File: src/dis_pkg.sv
// constants shared by the interrupt source block and its testbench
package dis_pkg;

    // ------------------------------------------------------------------
    // register port geometry
    // ------------------------------------------------------------------
    localparam int ADDR_W = 8;
    localparam int DATA_W = 32;

    // ------------------------------------------------------------------
    // register byte offsets
    // ------------------------------------------------------------------
    localparam logic [7:0] OFS_ENABLE  = 8'h00;  // per-source enable, read/write
    localparam logic [7:0] OFS_PENDING = 8'h04;  // sticky flags, write one to clear
    localparam logic [7:0] OFS_ACTIVE  = 8'h08;  // enabled pending flags and line state
    localparam logic [7:0] OFS_LEVELS  = 8'h0c;  // live source conditions

    // ------------------------------------------------------------------
    // interrupt source numbering
    // ------------------------------------------------------------------
    localparam int NUM_SRC          = 12;
    localparam int SRC_ACQ_RUNNING  = 0;   // acq_running_irq
    localparam int SRC_ACQ_STOP     = 1;   // acq_stop_seen_irq
    localparam int SRC_ACQ_COMPLETE = 2;   // acq_complete_irq
    localparam int SRC_IN_QUARTER   = 3;   // in_fifo_quarter_irq
    localparam int SRC_PER_CONV     = 4;   // per_conversion_irq
    localparam int SRC_END_SCAN     = 5;   // end_of_scan_irq
    localparam int SRC_END_INTERVAL = 6;   // end_of_interval_irq
    localparam int SRC_OUT_RUNNING  = 7;   // output waveform running
    localparam int SRC_OUT_COMPLETE = 8;   // output waveform sequence complete
    localparam int SRC_OUT_QUARTER  = 9;   // output fifo drained a quarter
    localparam int SRC_HIGH_CHAN    = 10;  // highest output channel updated
    localparam int SRC_SPARE        = 11;  // spare source, never set

    // ------------------------------------------------------------------
    // reset values and field positions
    // ------------------------------------------------------------------
    localparam logic [11:0] ENABLE_RST = 12'h000;
    localparam int          LINE_BIT   = 31;   // line state in the active register

    // ------------------------------------------------------------------
    // fifo and channel geometry
    // ------------------------------------------------------------------
    localparam int          IN_CNT_W          = 15;
    localparam logic [14:0] IN_FIFO_DEPTH     = 15'h4000;
    localparam logic [14:0] IN_QUARTER_FILL   = 15'h1000;  // depth / 4
    localparam int          OUT_CNT_W         = 15;
    localparam logic [14:0] OUT_FIFO_DEPTH    = 15'h4000;
    localparam logic [14:0] OUT_QUARTER_EMPTY = 15'h3000;  // depth * 3 / 4 still held
    localparam int          AI_CHAN_W         = 4;
    localparam int          AO_CHAN_W         = 1;
    localparam logic [0:0] AO_HIGH_CHAN       = 1'h1;

endpackage : dis_pkg

File: src/dis_irq_flag.sv
// one sticky pending flag with its enable gate
`timescale 1ns/1ns
`default_nettype none

module dis_irq_flag (
    input  wire logic clock_i,
    input  wire logic resetn_i,
    input  wire logic ce_i,
    input  wire logic set_i,
    input  wire logic clr_i,
    input  wire logic en_i,
    output logic      pend_o,
    output logic      req_o
);

    logic pend_r;
    logic pend_nxt;

    // ------------------------------------------------------------------
    // flag update
    // ------------------------------------------------------------------

    // a set in the clearing cycle survives the clear
    assign pend_nxt = set_i | (pend_r & ~clr_i);

    // state only moves while the clock enable is high
    always_ff @(posedge clock_i) begin
        if (!resetn_i) begin
            pend_r <= 1'b0;
        end else if (ce_i) begin
            pend_r <= pend_nxt;
        end
    end

    // the request reaches the line only through the enable
    assign pend_o = pend_r;
    assign req_o  = pend_r & en_i;
endmodule // dis_irq_flag

`default_nettype wire

File: src/dis_top.sv
// interrupt source collection, pending flags and interrupt line
//
// Summary of operation
// - every enabled pending interrupt drives the shared active-low bus line
// - acquisition running sets its flag every cycle the sequence is active
// - a rising edge on the acquisition stop trigger pin sets its flag
// - the acquisition done pulse sets the acquisition complete flag
// - input fifo filling to one quarter of capacity sets its flag
// - every completed conversion sets the per conversion flag
// - in multi channel scans, converting the last channel sets end of scan
// - in multi channel scans, each elapsed interval delay sets its flag
// - output waveform running sets its flag every cycle it is active
// - the output done pulse sets the output complete flag
// - output fifo draining to one quarter empty sets its flag
// - each update of the highest output channel sets its flag
//
// The address map and strobed register access were chosen for this implementation.
`timescale 1ns/1ns
`default_nettype none

module dis_top (
    input  wire logic                          clock_i,
    input  wire logic                          resetn_i,
    input  wire logic                          ce_i,
    // register port
    input  wire logic [dis_pkg::ADDR_W-1:0]    reg_addr_i,
    input  wire logic [dis_pkg::DATA_W-1:0]    reg_wdata_i,
    input  wire logic                          reg_wr_i,
    input  wire logic                          reg_rd_i,
    output logic      [dis_pkg::DATA_W-1:0]    reg_rdata_o,
    // acquisition sequencer and input fifo
    input  wire logic                          acq_active_i,
    input  wire logic                          acq_stop_trig_pin_i,
    input  wire logic                          acq_done_i,
    input  wire logic [dis_pkg::IN_CNT_W-1:0]  in_fifo_count_i,
    input  wire logic                          conv_done_i,
    input  wire logic [dis_pkg::AI_CHAN_W-1:0] conv_chan_i,
    input  wire logic [dis_pkg::AI_CHAN_W-1:0] scan_last_chan_i,
    input  wire logic                          multi_scan_i,
    input  wire logic                          interval_done_i,
    // waveform engine and output fifo
    input  wire logic                          ao_active_i,
    input  wire logic                          ao_done_i,
    input  wire logic [dis_pkg::OUT_CNT_W-1:0] out_fifo_count_i,
    input  wire logic                          ao_update_i,
    input  wire logic [dis_pkg::AO_CHAN_W-1:0] ao_chan_i,
    // interrupt line toward the bus bridge
    output logic                               inta_n_o
);

    // ------------------------------------------------------------------
    // declarations
    // ------------------------------------------------------------------
    logic [dis_pkg::NUM_SRC-1:0] enable_r;
    logic [dis_pkg::NUM_SRC-1:0] enable_nxt;
    logic [dis_pkg::NUM_SRC-1:0] pend;
    logic [dis_pkg::NUM_SRC-1:0] req;
    logic [dis_pkg::NUM_SRC-1:0] set_vec;
    logic [dis_pkg::NUM_SRC-1:0] clr_vec;
    logic [dis_pkg::DATA_W-1:0]  rdata_r;
    logic [dis_pkg::DATA_W-1:0]  rdata_nxt;
    logic                        irq_n_r;
    logic                        any_req;
    logic                        stop_s1_r;
    logic                        stop_s2_r;
    logic                        stop_s3_r;
    logic                        stop_edge;
    logic                        in_q_lvl;
    logic                        in_q_prev_r;
    logic                        in_q_rise;
    logic                        out_q_lvl;
    logic                        out_q_prev_r;
    logic                        out_q_rise;
    logic                        last_chan_hit;
    logic                        high_chan_hit;
    logic                        sel_enable;
    logic                        sel_pending;
    logic                        sel_active;
    logic                        sel_levels;
    logic                        wr_enable;
    logic                        wr_pending;
    logic [dis_pkg::DATA_W-1:0]  enable_word;
    logic [dis_pkg::DATA_W-1:0]  pending_word;
    logic [dis_pkg::DATA_W-1:0]  active_word;
    logic [dis_pkg::DATA_W-1:0]  levels_word;

    // ------------------------------------------------------------------
    // stop trigger pin synchroniser and edge detector
    // ------------------------------------------------------------------

    // the pin is asynchronous: two stages before anything looks at it
    always_ff @(posedge clock_i) begin
        if (!resetn_i) begin
            stop_s1_r <= 1'b0;
            stop_s2_r <= 1'b0;
            stop_s3_r <= 1'b0;
        end else if (ce_i) begin
            stop_s1_r <= acq_stop_trig_pin_i;
            stop_s2_r <= stop_s1_r;
            stop_s3_r <= stop_s2_r;
        end
    end

    // edge taken between the second and third stage only
    assign stop_edge = stop_s2_r & ~stop_s3_r;

    // ------------------------------------------------------------------
    // fifo threshold crossings
    // ------------------------------------------------------------------

    // input fifo at or above a quarter of capacity
    assign in_q_lvl   = (in_fifo_count_i >= dis_pkg::IN_QUARTER_FILL);
    assign in_q_rise  = in_q_lvl & ~in_q_prev_r;
    // output fifo holding no more than three quarters: a quarter empty
    assign out_q_lvl  = (out_fifo_count_i <= dis_pkg::OUT_QUARTER_EMPTY);
    assign out_q_rise = out_q_lvl & ~out_q_prev_r;

    // previous threshold levels, so each crossing raises one event
    always_ff @(posedge clock_i) begin
        if (!resetn_i) begin
            in_q_prev_r  <= 1'b0;
            out_q_prev_r <= 1'b1;  // an empty fifo after reset is not a crossing
        end else if (ce_i) begin
            in_q_prev_r  <= in_q_lvl;
            out_q_prev_r <= out_q_lvl;
        end
    end

    // ------------------------------------------------------------------
    // scan and channel qualifiers
    // ------------------------------------------------------------------
    assign last_chan_hit = conv_done_i & multi_scan_i &
                           (conv_chan_i == scan_last_chan_i);
    assign high_chan_hit = ao_update_i & (ao_chan_i == dis_pkg::AO_HIGH_CHAN);

    // ------------------------------------------------------------------
    // event vector
    // ------------------------------------------------------------------
    assign set_vec[dis_pkg::SRC_ACQ_RUNNING]  = acq_active_i;
    assign set_vec[dis_pkg::SRC_ACQ_STOP]     = stop_edge;
    assign set_vec[dis_pkg::SRC_ACQ_COMPLETE] = acq_done_i;
    assign set_vec[dis_pkg::SRC_IN_QUARTER]   = in_q_rise;
    assign set_vec[dis_pkg::SRC_PER_CONV]     = conv_done_i;
    assign set_vec[dis_pkg::SRC_END_SCAN]     = last_chan_hit;
    assign set_vec[dis_pkg::SRC_END_INTERVAL] = interval_done_i & multi_scan_i;
    assign set_vec[dis_pkg::SRC_OUT_RUNNING]  = ao_active_i;
    assign set_vec[dis_pkg::SRC_OUT_COMPLETE] = ao_done_i;
    assign set_vec[dis_pkg::SRC_OUT_QUARTER]  = out_q_rise;
    assign set_vec[dis_pkg::SRC_HIGH_CHAN]    = high_chan_hit;
    assign set_vec[dis_pkg::SRC_SPARE]        = 1'b0;

    // ------------------------------------------------------------------
    // register decode
    // ------------------------------------------------------------------
    assign sel_enable  = (reg_addr_i == dis_pkg::OFS_ENABLE);
    assign sel_pending = (reg_addr_i == dis_pkg::OFS_PENDING);
    assign sel_active  = (reg_addr_i == dis_pkg::OFS_ACTIVE);
    assign sel_levels  = (reg_addr_i == dis_pkg::OFS_LEVELS);
    assign wr_enable   = reg_wr_i & sel_enable;
    assign wr_pending  = reg_wr_i & sel_pending;

    // write-one-to-clear mask for the flags
    assign clr_vec    = wr_pending ? reg_wdata_i[dis_pkg::NUM_SRC-1:0]
                                   : {dis_pkg::NUM_SRC{1'b0}};
    assign enable_nxt = wr_enable ? reg_wdata_i[dis_pkg::NUM_SRC-1:0] : enable_r;

    // enable register
    always_ff @(posedge clock_i) begin
        if (!resetn_i) begin
            enable_r <= dis_pkg::ENABLE_RST;
        end else if (ce_i) begin
            enable_r <= enable_nxt;
        end
    end

    // ------------------------------------------------------------------
    // pending flags, one cell per source
    // ------------------------------------------------------------------
    generate
        for (genvar g = 0; g < dis_pkg::NUM_SRC; g++) begin : g_flag
            dis_irq_flag u_flag (
                .clock_i  (clock_i),
                .resetn_i (resetn_i),
                .ce_i     (ce_i),
                .set_i    (set_vec[g]),
                .clr_i    (clr_vec[g]),
                .en_i     (enable_r[g]),
                .pend_o   (pend[g]),
                .req_o    (req[g])
            );
        end
    endgenerate

    // ------------------------------------------------------------------
    // interrupt line
    // ------------------------------------------------------------------
    assign any_req = |req;

    // registered so the line never glitches toward the bridge
    always_ff @(posedge clock_i) begin
        if (!resetn_i) begin
            irq_n_r <= 1'b1;
        end else if (ce_i) begin
            irq_n_r <= ~any_req;
        end
    end

    assign inta_n_o = irq_n_r;

    // ------------------------------------------------------------------
    // read path
    // ------------------------------------------------------------------
    assign enable_word  = {{(dis_pkg::DATA_W-dis_pkg::NUM_SRC){1'b0}}, enable_r};
    assign pending_word = {{(dis_pkg::DATA_W-dis_pkg::NUM_SRC){1'b0}}, pend};
    assign active_word  = {~irq_n_r, {(dis_pkg::DATA_W-1-dis_pkg::NUM_SRC){1'b0}}, req};
    assign levels_word  = {27'h0000000, out_q_lvl, in_q_lvl, ao_active_i,
                           stop_s2_r, acq_active_i};

    // unmapped offsets and idle cycles read as zero
    assign rdata_nxt = !reg_rd_i  ? 32'h00000000 :
                       sel_enable  ? enable_word  :
                       sel_pending ? pending_word :
                       sel_active  ? active_word  :
                       sel_levels  ? levels_word  : 32'h00000000;

    // read data stands only in the cycle after the strobe
    always_ff @(posedge clock_i) begin
        if (!resetn_i) begin
            rdata_r <= 32'h00000000;
        end else if (ce_i) begin
            rdata_r <= rdata_nxt;
        end
    end

    assign reg_rdata_o = rdata_r;
endmodule // dis_top

`default_nettype wire

File: config.mk
export PLATFORM = sky130hd
export DESIGN_NAME = dis_top
export DESIGN_NICKNAME = d
export VERILOG_FILES = /design/src/dis_pkg.sv /design/src/dis_irq_flag.sv /design/src/dis_top.sv
export SDC_FILE = /design/constraint.sdc
export NUM_CORES = 1
export LEC_CHECK = 0
export ABC_AREA = 1
export ABC_CLOCK_PERIOD_IN_PS = 1300
export BUFFER_PORTS_ARGS = -buffer_cell sky130_fd_sc_hd__buf_2
export CORE_ASPECT_RATIO = 0.5
export CORE_MARGIN = 2
export CORE_UTILIZATION = 42
export DETAILED_ROUTE_END_ITERATION = 8
export GPL_ROUTABILITY_DRIVEN = 0
export GPL_TIMING_DRIVEN = 0
export PLACE_DENSITY = 0.81
export SLEW_MARGIN = 10
export SYNTH_ARGS = -nofsm -noshare
export SYNTH_HDL_FRONTEND = slang
export SYNTH_SLANG_ARGS = --single-unit
File: constraint.sdc
create_clock -name clock_i -period 1.3 [get_ports clock_i]
set_clock_uncertainty 0.05 [all_clocks]
set_input_delay 0.39 -clock clock_i [delete_from_list [all_inputs] [get_ports clock_i]]
set_output_delay 0.39 -clock clock_i [all_outputs]
set_load 0.1 [all_outputs]
# After elaboration in Yosys (flattened, before gate mapping)
# Index checks and enable logic that the tools add are counted.
dict set report totals {
  ff_bits 62
  latch_bits 0
  ram_bits 0
  mem_bits_ro 0
  out_inout_bits 33
  elab_cells 96
  n_memories 0
}
dict set report classes {
  n_addsub 0
  mul 0
  div_mod_pow 0
  magnitude_cmp 2
  n_eq_ne 4
  shift 0
  n_mux 6
  bitwise_logic 61
  reduce_logical 3
}
# operator count
set ops {}
lappend ops {{$mux 32} 4}
lappend ops {{$and 1x1->1} 33}
lappend ops {{$not 1->1} 17}
lappend ops {{$eq 8x4->1 const B} 2}
lappend ops {{$ge 15x13->1 const B} 1}
lappend ops {{$le 15x14->1 const B} 1}
lappend ops {{$mux 12} 1}
lappend ops {{$reduce_or 12->1} 1}
lappend ops {{$or 1x1->1} 11}
lappend ops {{$eq 8x3->1 const B} 1}
lappend ops {{$logic_not 8->1} 1}
lappend ops {{$mux 5} 1}
lappend ops {{$eq 4x4->1} 1}
lappend ops {{$reduce_and 2->1} 1}

# Longest topological paths before layout
dict set report depth {
  ltp_word 6
  mapped_depth 10
  depth_no_buf 9
}

# By module
# Synthesis repeated with hierarchy kept, for this count alone.
dict set report unflattened {
  cells_unflattened 403
  hier_area_um2 2622.5
}
# mod n_inst cells_each area_per_inst_um2 seq_area_each_um2
set modules_own_cells {}
lappend modules_own_cells {dis_top 1 307 2006.9 620.6}
lappend modules_own_cells {dis_irq_flag 12 8 51.3 20.0}

# Worst setup path before layout
# Ideal clock, no wire load.
dict set report synth_path {
  path_kind {input to register}
  from {in reg_addr_i[7] in the netlist's numbering}
  to {reg rdata_r (netlist bit reg_rdata_o[11])}
  setup_time_ns 0.132
  arrival_time_ns 1.220
  required_time_ns 1.118
  setup_slack_ns -0.102
  stages 9
  path_cell_list {nor2_1 -> nand2_2 -> nor2_8 -> inv_4 -> buf_6 -> nor2_1 -> nor2_1 -> nand2_1 -> a21oi_2}
}
dict set report synth_via {
  elab_chain_len 5
  word_cells_on_any_way 7
  classes_between {eq/ne: 2; mux: 4; reduce/logical: 1}
}
# element line_no
set synth_lines {}
lappend synth_lines {{from (decl)} dis_top.sv:26} ;# input wire logic [dis_pkg::ADDR_W-1:0] reg_addr_i,
lappend synth_lines {{$eq 8x4->1} dis_top.sv:157} ;# assign sel_active = (reg_addr_i == dis_pkg::OFS_ACTIVE);
lappend synth_lines {{$mux 32} dis_top.sv:223} ;# sel_active ? active_word :
lappend synth_lines {{$mux 32} dis_top.sv:222} ;# sel_pending ? pending_word :
lappend synth_lines {{$mux 32 (*)} dis_top.sv:221} ;# sel_enable ? enable_word :
lappend synth_lines {{$mux 32 (*)} dis_top.sv:220} ;# assign rdata_nxt = !reg_rd_i ? 32'h00000000 :
lappend synth_lines {{to (signal assigned)} dis_top.sv:231} ;# rdata_r <= rdata_nxt;
lappend synth_lines {{to (decl)} dis_top.sv:60} ;# logic [dis_pkg::DATA_W-1:0] rdata_r;
# Every way passes the cells marked *; elsewhere a longest branch is shown, timed or not.
# A chain may end at the register's enable or synchronous reset.

# Worst setup path after layout
dict set report layout_path {
  from {in reg_addr_i[0] in the netlist's numbering}
  to {reg enable_r[0] in the netlist's numbering}
}
dict set report layout_via {
  elab_chain_len 3
}
# element line_no
set layout_lines {}
lappend layout_lines {{$logic_not 8->1} dis_top.sv:155} ;# assign sel_enable = (reg_addr_i == dis_pkg::OFS_ENABLE);
lappend layout_lines {{$and 1x1->1} dis_top.sv:159} ;# assign wr_enable = reg_wr_i & sel_enable;
lappend layout_lines {{$reduce_and 2->1 (no line)} --}
lappend layout_lines {{to (signal assigned)} dis_top.sv:170} ;# enable_r <= dis_pkg::ENABLE_RST;
lappend layout_lines {{to (signal assigned)} dis_top.sv:172} ;# enable_r <= enable_nxt;
lappend layout_lines {{to (decl)} dis_top.sv:54} ;# logic [dis_pkg::NUM_SRC-1:0] enable_r;
# Every way passes these cells.

==> results.yml <==
finish:
  stdcell_count: 545
  drive_gt1_share_pct: 44.49
  fin_nets: 565
  fillers: 452
  layout_commonest_cell: "nand2_1"
  area_growth_pct: 47.29
  register_area_um2: 878.3
  antenna-diode-count: 0
  layout_common_cells: "nand2_1 (65), buf_2 (57), nand3_1 (35)"
  multi_input_area_mm2: 0.001594
timing:
  post-route-period-util_pct: 103.3
  grt_setup_unrepaired: "true"
  hold_slack_ns: 0.2967
  layout_setup_ws_ns: -0.04237
  slew_headroom_pct: 63.13
  hold_viol: 0
  setup_viol_count_final: 2
  max_freq_mhz: 745.0
  final.min_clock_period_ns: 1.342
  final-max-slew-violation-count: 0
  worst_slew_pin_slew_ns: 0.5530
route:
  vias_per_cell: 5.226
  wl_per_cell_um: 13.92
  drc: 0
  firstDrtPassIters: 5
  vias: 2848
  drt_iter0_drc: 318
  routed_wl_mm: 7.585
  antenna_left: 0
clocking:
  clkSinkCount: 43
  cts_tree: "done"
  path_clk_slew_ns: 0.06
  cts_made_buffers: 5
  clock_tree.buffer_depth: 2
  h-tree-depth: 2
  insertion_delay_ns: 0.28
  root_buffer: "clkbuf_16"
floorplan:
  core_mm2: 0.005634
  die_y_um: 58.73
  placementRows: 19
  die_area_mm2: 0.006664
  dieWidth_um: 113.5
  ioPinCount: 126
  initial_utilization_pct: 44.66
run_status:
  violations: "setup timing"
  status: "complete, but fails checks"
job:
  cap_violations: 0
setup_path:
  rrSetupSlack_ns: 0.19
  rr_endpoint: "reg_rdata_o[2]"
  crit_path_max_fanout: 10
  cp-end-kind: "flip-flop"
  worstSetupStartpointType: "input pin"
  crit_start: "reg_addr_i[0]"
  crit_type: "input pin to flip-flop"
  rr_worst_depth: 5
  endpoint: "enable_r[0]"
  crit_arrival_ns: 1.46
  critical_path_required_ns: 1.42
  timing.rr.start: "g_flag[2].u_flag.pend_o"
logic_synthesis:
  synth_top_area_share_pct: 34.21
  yosys_warnings: 0
  yosys-top-cells-area: "dfxtp_1 (34%), nand2_1 (11%), nand3_1 (9.0%), buf_4 (6.3%), nor2_1 (6.1%)"
  syn_area_per_cell_um2: 6.932
  synth_edf_count: 0
  synth_cells: 363
  ys_seq_area_share_pct: 34.21
  ys_async_sr_fraction_pct: 0
  yosys.area.top_type: "dfxtp_1"
  synthDistinctLibCells: 32
  syn-cell-area_mm2: 0.002516
  ys_ff_latch: 43
  synthFlopType: "dfxtp_1"
worst_hold_path:
  hold_path.class: "input pin to flip-flop"
pwr:
  peakVddDrop_mv: 0.5734
  p_per_area_mw_per_mm2: 886.0
  p_leak_nw: 1.692
placed_design:
  post-place-ws_ns: -0.3927
  dp_cells: 527
  numPortBuffers: 73
  dp_hpwl_mm: 5.251
global_routing:
  grt_pass1_wl_mm: 11.45
  grt_use_total_pct: 21.61
  grt_max_degree: 13
  grt_pass1_vias: 2532
  antenna_found_initial: 0
  overflow: 0
==> per-stage QoR <==
| stage | util [%] | power [mW] | TNS [ns] | cell area (um2) |
|---|---|---|---|---|
| 2_1_floorplan | - | 1.860 | -0.8875 | 2650 |
| 6_report | 65.78 | 3.283 | -0.04355 | 3706 |
| 5_1_grt | 65.78 | 3.394 | -0.7631 | 3706 |
| 4_1_cts | 60.94 | 3.230 | 0 | 3433 |
| 3_3_place_gp | 55.14 | 2.015 | -10.46 | 3107 |
| 3_5_place_dp | 55.14 | 2.020 | -11.21 | 3107 |
==> worst min path at each step <==
stage / startpoint / endpoint / slack (ns) / depth (start not counted)
2_1_floorplan: stop_s3_r / stop_s3_r / 0.39 / 2
6_report: acq_stop_trig_pin_i / stop_s1_r / 0.30 / 3
3_5_place_dp: reg_rdata_o[2] / reg_rdata_o[2] / 0.40 / 2
5_1_grt: reg_wdata_i[2] / enable_r[2] / 0.33 / 3
4_1_cts: acq_stop_trig_pin_i / stop_s1_r / 0.30 / 3
3_3_place_gp: stop_s3_r / stop_s3_r / 0.39 / 2
==> worst max-delay path, cell delays in order <==
cell and delay (ns):
buf_8 0.11, nor2_4 0.15, nand3_4 0.11, nor2_8 0.15, inv_4 0.07, buf_2 0.20
nor3_1 0.21, nor2_1 0.08
==> cell type report <==
cell class | instances | share of cell area (%)
multi-input cells | 279 | 43.01
flip-flops and latches | 43 | 23.70
repair buffers | 84 | 17.08
plain buffers | 35 | 7.056
clock buffers | 6 | 3.747
inverters | 24 | 2.802
well taps | 73 | 2.465
clock inverters | 1 | 0.1350
==> where the power goes <==
group	leakage, nW	total, mW	switching [mW]	internal (mW)
clock	0.0727	1.23	0.476	0.749
sequential	0.356	1.38	0.0262	1.35
combinational	1.26	0.681	0.480	0.202
==> repair_timing <==
item	4_1_cts	5_1_grt
hold buffers	0	0
buffers inserted	6	2
cloned	1	2
pin swaps	7	23
endpoints found under the setup margin	32	29
resized for setup	42	59
hold endpoints to repair	0	0
==> synthesized netlist by cell type (6+ instances only) <==
| master | n |
|---|---|
| nand2_1 | 71 |
| nand3_1 | 45 |
| dfxtp_1 | 43 |
| nor2_1 | 41 |
| a21oi_1 | 29 |
| buf_4 | 21 |
| inv_1 | 17 |
| nor3_1 | 13 |
| nand3b_1 | 11 |
| o21ai_1 | 9 |
| buf_2 | 6 |
| o21ai_0 | 6 |
| or2_2 | 6 |
==> layer usage <==
layer | global-route usage [%] | part of all wire (%) | up-vias
met2 | 37.13 | 46 | 177
li1 | - | - | 1382
met1 | 28.61 | 43 | 1274
met5 | 0 | 0 | -
met3 | 4.428 | 9.8 | 15
met4 | 4.878 | 1.1 | 0
==> cell families after synthesis <==
logic type | count (synthesis) | synth area share [%]
simple gates | 208 | 40.73
buf+inv | 59 | 13.53
flops | 43 | 34.21
xor+xnor | 2 | 0.6963
other cells | 1 | 0.1490
compound gates | 50 | 10.69
==> registers in the layout, summed over array words and instances (netlist names) <==
name	flops
reg_rdata_o	13
enable_r	12
g_flag.u_flag.pend_o	12
in_q_prev_r	1
inta_n_o	1
out_q_prev_r	1
stop_s1_r	1
stop_s2_r	1
stop_s3_r	1
(Power assumes the default switching activity.)
